===== config.mk =====
export PLATFORM = sky130hd
export DESIGN_NAME = cax_alu
export DESIGN_NICKNAME = d
export VERILOG_FILES = /design/src/hw/cax_pkg.sv /design/src/hw/cax_file_mem.sv /design/src/hw/cax_alu.sv
export SDC_FILE = /design/constraint.sdc
export NUM_CORES = 2
export LEC_CHECK = 0
export ABC_CLOCK_PERIOD_IN_PS = 5300
export BUFFER_PORTS_ARGS = -buffer_cell sky130_fd_sc_hd__buf_4
export CAP_MARGIN = 20
export CORE_MARGIN = 2
export CORE_UTILIZATION = 55
export DETAILED_ROUTE_END_ITERATION = 8
export GPL_TIMING_DRIVEN = 0
export PLACE_DENSITY = 0.77
export SETUP_SLACK_MARGIN = 0.15
export SYNTH_ARGS = -nofsm -noshare
export SYNTH_HDL_FRONTEND = slang
export SYNTH_SLANG_ARGS = --single-unit

===== constraint.sdc =====
create_clock -name clk -period 5.3 [get_ports clk]
set_input_delay 1.06 -clock clk [delete_from_list [all_inputs] [get_ports clk]]
set_output_delay 1.06 -clock clk [all_outputs]
set_load 0.02 [all_outputs]

===== src/hw/cax_pkg.sv =====
// package for the core arithmetic subset datapath
// What this block does
// (RULE1) pointer add sign-extends a 6-bit literal (-32..31), adds it to pointer 0 or 1, flags kept.
// (RULE2) pointer sums wrap modulo 2^16 past either bound.
// (RULE3) AND-literal ands the accumulator with an 8-bit value into the accumulator, zero flag only.
// (RULE4) add-literal adds an 8-bit value into the accumulator, updating carry, nibble and zero.
// (RULE5) add-register adds accumulator and file reg (7-bit address), dest bit picks target.
// (RULE6) AND-register ands accumulator and file reg, dest bit picks target, zero flag only.
// (RULE7) arithmetic shift right keeps bit 7, old bit 0 goes to carry, updates carry and zero.
// (RULE8) add-with-carry sums accumulator, file reg and carry, routed by dest bit, C/DC/Z.
// (RULE9) bit clear zeroes bit 0..7 of the file reg, other bits and all flags kept.
// (RULE10) nibble flag is the carry out of bit 3; zero flag is set when the result is zero.
package cax_pkg;
  localparam int DATA_W   = 8;
  localparam int FADDR_W  = 7;
  localparam int PTR_W    = 16;
  localparam int LIT6_W   = 6;
  localparam int NIB_BIT  = 4;
  localparam int FILE_DEPTH = 128;
  localparam logic [7:0]  ACC_RST = 8'h00;
  localparam logic [15:0] PTR_RST = 16'h0000;

  typedef enum logic [3:0] {
    CAX_NOP                     = 4'h0,
    CAX_POINTER_ADD_LITERAL     = 4'h1,
    CAX_AND_LITERAL_ACC         = 4'h2,
    CAX_ADD_LITERAL_ACC         = 4'h3,
    CAX_ADD_ACC_FILE            = 4'h4,
    CAX_AND_ACC_FILE            = 4'h5,
    CAX_ARITH_SHIFT_RIGHT       = 4'h6,
    CAX_ADD_ACC_FILE_WITH_CARRY = 4'h7,
    CAX_BIT_CLEAR_FILE          = 4'h8
  } cax_op_t;

  typedef struct packed {
    cax_op_t            op;
    logic [7:0]         literal;
    logic [6:0]         faddr;
    logic               dest;
    logic [2:0]         bit_idx;
    logic               ptr_sel;
  } cax_instr_t;

  typedef struct packed {
    logic carry;
    logic nibble_overflow_bit;
    logic zero;
  } cax_flags_t;
endpackage


===== src/hw/cax_file_mem.sv =====
// file register memory with registered read data
`timescale 1ns/100ps
`default_nettype none
module cax_file_mem
  import cax_pkg::*;
#(
  parameter int AW = FADDR_W,
  parameter int DW = DATA_W
)(
  input  wire logic          clk,
  input  wire logic [AW-1:0] raddr,
  output var  logic [DW-1:0] rdata,
  input  wire logic          we,
  input  wire logic [AW-1:0] waddr,
  input  wire logic [DW-1:0] wdata
);
  logic [DW-1:0] mem [2**AW];

  always_ff @(posedge clk)
  begin
    if (we)
    begin
      mem[waddr] <= wdata;
    end
    rdata <= mem[raddr];
  end
endmodule
`default_nettype wire


===== src/hw/cax_alu.sv =====
// execution datapath for the arithmetic, logic and pointer instruction subset
`timescale 1ns/100ps
`default_nettype none
module cax_alu
  import cax_pkg::*;
(
  input  wire logic         clk,
  input  wire logic         reset,
  input  wire logic         instr_valid,
  input  wire cax_instr_t   instr,
  output var  logic         busy,
  output var  logic         done,
  output var  logic [7:0]   acc,
  output var  cax_flags_t   flags,
  output var  logic [15:0]  pointer0,
  output var  logic [15:0]  pointer1
);
  typedef enum logic [1:0] {
    CAX_IDLE  = 2'b00,
    CAX_FETCH = 2'b01,
    CAX_EXEC  = 2'b10
  } cax_state_t;

  cax_state_t state_r;
  cax_instr_t ins_r;
  logic [7:0] fdata;
  logic       we_r;
  logic [6:0] waddr_r;
  logic [7:0] wdata_r;
  logic [8:0] sum9;
  logic [4:0] sum5;
  logic [7:0] res;
  logic       uses_file;
  logic [6:0] raddr;

  // one add feeds all three add forms so carry and nibble are computed alike
  function automatic logic [8:0] add9(input logic [7:0] a, input logic [7:0] b,
                                      input logic cin);
    add9 = {1'b0, a} + {1'b0, b} + {8'h00, cin};
  endfunction

  function automatic logic [4:0] add5(input logic [3:0] a, input logic [3:0] b,
                                      input logic cin);
    add5 = {1'b0, a} + {1'b0, b} + {4'h0, cin};
  endfunction

  cax_file_mem #(.AW(FADDR_W), .DW(DATA_W)) u_mem (
    .clk   (clk),
    .raddr (raddr),
    .rdata (fdata),
    .we    (we_r),
    .waddr (waddr_r),
    .wdata (wdata_r)
  );

  // once taken, the held copy addresses the memory, so the caller may move the request lines
  assign raddr = (state_r == CAX_IDLE) ? instr.faddr : ins_r.faddr;

  assign uses_file = !(instr.op inside {CAX_NOP, CAX_POINTER_ADD_LITERAL,
                                        CAX_AND_LITERAL_ACC, CAX_ADD_LITERAL_ACC});

  always_comb
  begin
    logic [7:0] opnd;
    logic       cin;
    opnd = (ins_r.op == CAX_ADD_LITERAL_ACC) ? ins_r.literal : fdata;
    cin  = (ins_r.op == CAX_ADD_ACC_FILE_WITH_CARRY) ? flags.carry : 1'b0; // RULE8
    sum9 = add9(acc, opnd, cin);
    sum5 = add5(acc[3:0], opnd[3:0], cin); // RULE10
    case (ins_r.op)
      CAX_AND_LITERAL_ACC:   res = acc & ins_r.literal; // RULE3
      CAX_AND_ACC_FILE:      res = acc & fdata; // RULE6
      CAX_ARITH_SHIFT_RIGHT: res = {fdata[7], fdata[7:1]}; // RULE7
      CAX_BIT_CLEAR_FILE:    res = fdata & ~(8'h01 << ins_r.bit_idx); // RULE9
      default:               res = sum9[7:0]; // RULE4 RULE5
    endcase
  end

  // file operands need one cycle for the memory read, literal ops skip it
  always_ff @(posedge clk or posedge reset)
  begin
    if (reset)
    begin
      state_r <= CAX_IDLE;
      ins_r   <= '0;
      busy    <= 1'b0;
      done    <= 1'b0;
    end
    else
    begin
      done <= 1'b0;
      case (state_r)
        CAX_IDLE:
        begin
          if (instr_valid)
          begin
            ins_r   <= instr;
            busy    <= 1'b1;
            state_r <= uses_file ? CAX_FETCH : CAX_EXEC;
          end
        end
        CAX_FETCH: state_r <= CAX_EXEC;
        CAX_EXEC:
        begin
          busy    <= 1'b0;
          done    <= 1'b1;
          state_r <= CAX_IDLE;
        end
        default: state_r <= CAX_IDLE;
      endcase
    end
  end

  // destination routing
  always_ff @(posedge clk or posedge reset)
  begin
    if (reset)
    begin
      acc     <= ACC_RST;
      we_r    <= 1'b0;
      waddr_r <= '0;
      wdata_r <= '0;
    end
    else
    begin
      we_r <= 1'b0;
      if (state_r == CAX_EXEC)
      begin
        case (ins_r.op)
          CAX_AND_LITERAL_ACC, CAX_ADD_LITERAL_ACC: acc <= res; // RULE3 RULE4
          CAX_ADD_ACC_FILE, CAX_AND_ACC_FILE, CAX_ARITH_SHIFT_RIGHT,
          CAX_ADD_ACC_FILE_WITH_CARRY:
          begin
            if (ins_r.dest) // RULE5 RULE6 RULE7 RULE8
            begin
              we_r    <= 1'b1;
              waddr_r <= ins_r.faddr;
              wdata_r <= res;
            end
            else
            begin
              acc <= res;
            end
          end
          CAX_BIT_CLEAR_FILE: // RULE9
          begin
            we_r    <= 1'b1;
            waddr_r <= ins_r.faddr;
            wdata_r <= res;
          end
          default: ;
        endcase
      end
    end
  end

  // status flags
  always_ff @(posedge clk or posedge reset)
  begin
    if (reset)
    begin
      flags <= '0;
    end
    else if (state_r == CAX_EXEC)
    begin
      case (ins_r.op)
        CAX_AND_LITERAL_ACC, CAX_AND_ACC_FILE:
          flags.zero <= (res == 8'h00); // RULE3 RULE6
        CAX_ADD_LITERAL_ACC, CAX_ADD_ACC_FILE, CAX_ADD_ACC_FILE_WITH_CARRY:
        begin
          flags.carry               <= sum9[8]; // RULE4 RULE5 RULE8
          flags.nibble_overflow_bit <= sum5[NIB_BIT]; // RULE10
          flags.zero                <= (res == 8'h00); // RULE10
        end
        CAX_ARITH_SHIFT_RIGHT:
        begin
          flags.carry <= fdata[0]; // RULE7
          flags.zero  <= (res == 8'h00); // RULE7
        end
        default: ;
      endcase
    end
  end

  // pointer add: 16-bit sum drops the carry, so both bounds wrap
  always_ff @(posedge clk or posedge reset)
  begin
    if (reset)
    begin
      pointer0 <= PTR_RST;
      pointer1 <= PTR_RST;
    end
    else if (state_r == CAX_EXEC && ins_r.op == CAX_POINTER_ADD_LITERAL)
    begin
      if (ins_r.ptr_sel) // RULE1
        pointer1 <= pointer1 + {{10{ins_r.literal[5]}}, ins_r.literal[5:0]}; // RULE1 RULE2
      else
        pointer0 <= pointer0 + {{10{ins_r.literal[5]}}, ins_r.literal[5:0]}; // RULE1 RULE2
    end
  end

  property p_ptr_add;
    @(posedge clk) disable iff (reset)
    (state_r == CAX_EXEC && ins_r.op == CAX_POINTER_ADD_LITERAL && !ins_r.ptr_sel) |=>
      pointer0 == 16'($past(pointer0) + {{10{$past(ins_r.literal[5])}},
                                         $past(ins_r.literal[5:0])});
  endproperty
  a_ptr_add: assert property (p_ptr_add) else $error("pointer add wrong"); // RULE1

  property p_ptr_flags;
    @(posedge clk) disable iff (reset)
    (state_r == CAX_EXEC && ins_r.op inside {CAX_POINTER_ADD_LITERAL, CAX_BIT_CLEAR_FILE})
      |=> $stable(flags);
  endproperty
  a_ptr_flags: assert property (p_ptr_flags) else $error("flags changed"); // RULE9

  property p_and_lit;
    @(posedge clk) disable iff (reset)
    (state_r == CAX_EXEC && ins_r.op == CAX_AND_LITERAL_ACC) |=>
      acc == ($past(acc) & $past(ins_r.literal)) && $stable(flags.carry)
      && flags.zero == (acc == 8'h00);
  endproperty
  a_and_lit: assert property (p_and_lit) else $error("and literal wrong"); // RULE3

  property p_add_lit;
    @(posedge clk) disable iff (reset)
    (state_r == CAX_EXEC && ins_r.op == CAX_ADD_LITERAL_ACC) |=>
      {flags.carry, acc} == {1'b0, $past(acc)} + {1'b0, $past(ins_r.literal)};
  endproperty
  a_add_lit: assert property (p_add_lit) else $error("add literal wrong"); // RULE4

  property p_dest_file;
    @(posedge clk) disable iff (reset)
    (state_r == CAX_EXEC && ins_r.op == CAX_ADD_ACC_FILE && ins_r.dest) |=>
      we_r && $stable(acc);
  endproperty
  a_dest_file: assert property (p_dest_file) else $error("dest routing wrong"); // RULE5

  property p_and_file;
    @(posedge clk) disable iff (reset)
    (state_r == CAX_EXEC && ins_r.op == CAX_AND_ACC_FILE && !ins_r.dest) |=>
      !we_r && flags.zero == (acc == 8'h00) && $stable(flags.carry);
  endproperty
  a_and_file: assert property (p_and_file) else $error("and file wrong"); // RULE6

  property p_asr;
    @(posedge clk) disable iff (reset)
    (state_r == CAX_EXEC && ins_r.op == CAX_ARITH_SHIFT_RIGHT) |=>
      flags.carry == $past(fdata[0]) && (we_r || acc[7] == $past(fdata[7]));
  endproperty
  a_asr: assert property (p_asr) else $error("shift wrong"); // RULE7

  property p_addc;
    @(posedge clk) disable iff (reset)
    (state_r == CAX_EXEC && ins_r.op == CAX_ADD_ACC_FILE_WITH_CARRY && !ins_r.dest) |=>
      {flags.carry, acc} == {1'b0, $past(acc)} + {1'b0, $past(fdata)}
                            + {8'h00, $past(flags.carry)};
  endproperty
  a_addc: assert property (p_addc) else $error("add with carry wrong"); // RULE8

  property p_nibble;
    @(posedge clk) disable iff (reset)
    (state_r == CAX_EXEC && ins_r.op == CAX_ADD_LITERAL_ACC) |=>
      flags.nibble_overflow_bit ==
        (5'({1'b0, $past(acc[3:0])} + {1'b0, $past(ins_r.literal[3:0])}) > 5'h0f);
  endproperty
  a_nibble: assert property (p_nibble) else $error("nibble flag wrong"); // RULE10

  property p_done;
    @(posedge clk) disable iff (reset)
    (state_r == CAX_IDLE && instr_valid) |-> ##[1:3] done;
  endproperty
  a_done: assert property (p_done) else $error("no completion"); // RULE4

  property p_ptr1_add;
    @(posedge clk) disable iff (reset)
    (state_r == CAX_EXEC && ins_r.op == CAX_POINTER_ADD_LITERAL && ins_r.ptr_sel) |=>
      pointer1 == 16'($past(pointer1) + {{10{$past(ins_r.literal[5])}},
                                         $past(ins_r.literal[5:0])}) && $stable(pointer0);
  endproperty
  a_ptr1_add: assert property (p_ptr1_add) else $error("pointer wrap wrong"); // RULE2

  c_ptr_wrap: cover property (@(posedge clk) disable iff (reset)
    state_r == CAX_EXEC && ins_r.op == CAX_POINTER_ADD_LITERAL && pointer0 == 16'hffff);
  c_addc_carry: cover property (@(posedge clk) disable iff (reset)
    state_r == CAX_EXEC && ins_r.op == CAX_ADD_ACC_FILE_WITH_CARRY && flags.carry);
  c_bclr: cover property (@(posedge clk) disable iff (reset)
    state_r == CAX_EXEC && ins_r.op == CAX_BIT_CLEAR_FILE);
endmodule
`default_nettype wire


==> impl_metrics.ini <==
[run_status]
status = finished, final reports clean

[power]
powerDensity_mw_per_mm2 = 502.0
seq_power_share = 0.464
p_clk_frac = 0.291
pwr-share-comb = 0.245
irDropWorstVdd_mv = 0.3384
leakage_nw = 16.69
p_int_w = 0.01754
sw_frac_of_total = 0.3199
switchingPower_w = 0.008249

[detailed_routing]
route.detailed.drc = 0
wl_um = 124200
drt-wirelength-per-cell_um = 31.99
drt_iter0_drc = 3419
postRouteAntennaNets = 0
dr.pass1.iters = 6
viasPerCell = 6.746
vias = 26190

[grt]
grt_util_met3 = 0.06652
grt_max_degree = 97
grt_pass1_wl_um = 177500
grt_overflow_total = 0
antenna_found_initial = 3
grtUsageMet1 = 0.3879
grtUsageMet2 = 0.4582
busiest_layer = met2
grt_pass1_vias = 25880
track_usage = 0.2918

[sta]
fin_setup_tns_ns = 0
min_period_over_period = 0.8496
rsz0062_at_grt = no
slew_headroom = 0.2181
setup_violations = 0
fin_ws_ns = 0.7972
slew_viol_final = 0
period_minus_slack_ns = 4.503
finClkSkew_ns = 0.04315
timing.fmax_ghz = 0.2221
hold_violations = 0
worstMarginPinSlew_ns = 1.173

[worst_setup_path]
arrival_ns = 5.01
rrSetupSlack_ns = 0.80
worst-path-buf-inv = 3
crit_type = reg2reg
path_cells = nor2_4 > mux2i_1 > buf_2 > buf_2 > buf_2 > mux4_2 > a211oi_1 > a31oi_1 > o22ai_1 > nor4_1
required_ns = 5.81
max_stage_delay_ns = 0.60
crit_top_cell = buf_2
critPathMaxFanout = 10
cp_top_family = compound AO/OA/AOI/OAI gates
crit_path_start_kind = register
worstSetupEndpointType = register
cpMaxStageDelayCell = a211oi_1

[yosys]
async_flop_share = 0.07775
synth_top_area_cell = edfxtp_1
avgSynthCellArea_um2 = 18.09
synth.cell_area_mm2 = 0.04567
synth_fp_nets = 2593
netlist.area_leader.share = 0.6733
yosysWarnings = 0
synth_edf_count = 1024
ys_types = 61
yosysMostFrequentCell = edfxtp_1
synth_common_cells = 1024 x edfxtp_1, 256 x mux4_2, 189 x nand2_1
syn-instance-count = 2525
ys_dominant_reg_cell = edfxtp_1
ys_seq_area_frac = 0.7245
ys_ff_latch = 1119
synth_area_leaders = edfxtp_1 67%, mux4_2 13%, dfrtp_1 4.8%, nand2_1 1.6%, nor2_1 1.3%

[clock_tree]
cts_buffer_depth = 3
cts.clk_slew.worst_paths_ns = 0.06
cts_buffers = 106
htreeDepth = 3
cts_resized = 0
postCtsSetupBuffers = 0
clock_latency_ns = 0.72
cts_hold_repair.buffers = 0
tritoncts = built
cts_sinks = 1119
root_buffer = clkbuf_16

[cells_and_area]
syn_to_final_growth_pct = 12.48
fin_area_mm2 = 0.05137
fin_cells = 3882
drive_above_1_share = 0.2176
diodes = 0
final_nets = 2793

[worst_hold_path]
hp-class = in2async

[die]
ios = 72
initial_core_util = 0.5562
core-area_mm2 = 0.08211
dieArea_mm2 = 0.08535
core.rowCount = 105
die_w_um = 292.2
die-height_um = 292.2

[placed_design]
placed_area_mm2 = 0.04793
dp_cells = 3685
dp_slack_ns = 0.6950
place_congestion = 0.9576
hpwl_um = 80790
numPortBuffers = 71

[job]
max_cap_viol_count = 0
worst paths after layout:
check,start,cells after the start,end
worst max-delay path,state_r[0]$_DFFE_PP0P_,10,u_mem.rdata[3]$_DFF_P_
max in group asynchronous,reset,3,pointer0[14]$_DFFE_PP0P_
worst min register to register,pointer1[15]$_DFFE_PP0P_,1,pointer1[15]$_DFFE_PP0P_
worst max register to register,state_r[0]$_DFFE_PP0P_,10,u_mem.rdata[3]$_DFF_P_
min in group clk,pointer1[15]$_DFFE_PP0P_,1,pointer1[15]$_DFFE_PP0P_
worst min-delay path,reset,2,pointer1[11]$_DFFE_PP0P_
cells in the final DEF, fill, tap and decap left out, types with 19 or more instances in the layout:
master and instances:
edfxtp_1 1024, mux4_2 256, nand2_1 189, nor2_1 163, clkbuf_16 108, clkbuf_1 102
buf_4 90, dfrtp_1 79, a211oi_1 72, a31oi_1 69, and2_1 67, o21ai_0 58
mux2_2 47, ha_1 37, buf_2 33, o22ai_1 33, a21oi_1 28, clkinv_1 26
nand2b_1 25, nor3_1 21, nand3_1 19
power by group through the flow:
stage / logic, W / clock network, W / registers [W]
3_5_place_dp: 0.00615 / 0 / 0.0121
2_1_floorplan: 0.00331 / 0 / 0.0123
3_3_place_gp: 0.00512 / 0 / 0.0130
5_1_grt: 0.00662 / 0.00788 / 0.0120
6_report: 0.00632 / 0.00751 / 0.0120
4_1_cts: 0.00618 / 0.00754 / 0.0120
layer usage:
metal,wire length [µm],up-vias
met2,58950,1859
met5,91,-
met3,13900,377
li1,-,10550
met4,7383,6
met1,43870,13390
layout make-up:
type	count	area, µm²
clock inverters	60	593.1
clock buffers	135	2814
multi-input cells	1251	11840
repair buffers	92	905.9
inverters	17	66.31
fillers	5490	30740
well taps	1070	1339
plain buffers	138	689.4
flip-flops and latches	1119	33120
worst register-to-register path, delay by kind of cell (launching register included):
kind / cells / cell delay (ns)
AOI/OAI and AO/OA: 3 / 1.27
buffers and inverters: 3 / 1.22
DFF: 1 / 0.42
muxes: 2 / 0.88
and+or+nand+nor: 2 / 0.53
sequential cells by signal, summed over array words and instances (netlist names), 7 cells and up:
signal and count:
pointer0 16, pointer1 16, ins_r 24, acc 8, u_mem.rdata 8, waddr_r 7, u_mem.mem 1024, wdata_r 8
cells by family after synthesis:
logic type / count (synthesis) / synth area share
flip-flops: 1119 / 0.7245
AND/OR/NAND/NOR: 560 / 0.05753
AO/OA/AOI/OAI: 316 / 0.04523
multiplexers: 314 / 0.1405
buffers and inverters: 155 / 0.01649
adder cells (fa/ha/maj): 41 / 0.01189
XOR/XNOR: 20 / 0.003836
through the flow:
stage	power [W]	hold slack, ns	util
2_1_floorplan	0.01559	0.4807	-
3_3_place_gp	0.01809	0.4599	0.5790
3_5_place_dp	0.01830	0.4627	0.5837
4_1_cts	0.02569	0.4579	0.6252
5_1_grt	0.02653	0.4924	0.6256
6_report	0.02579	0.4663	0.6256
(Power assumes the default switching activity.)
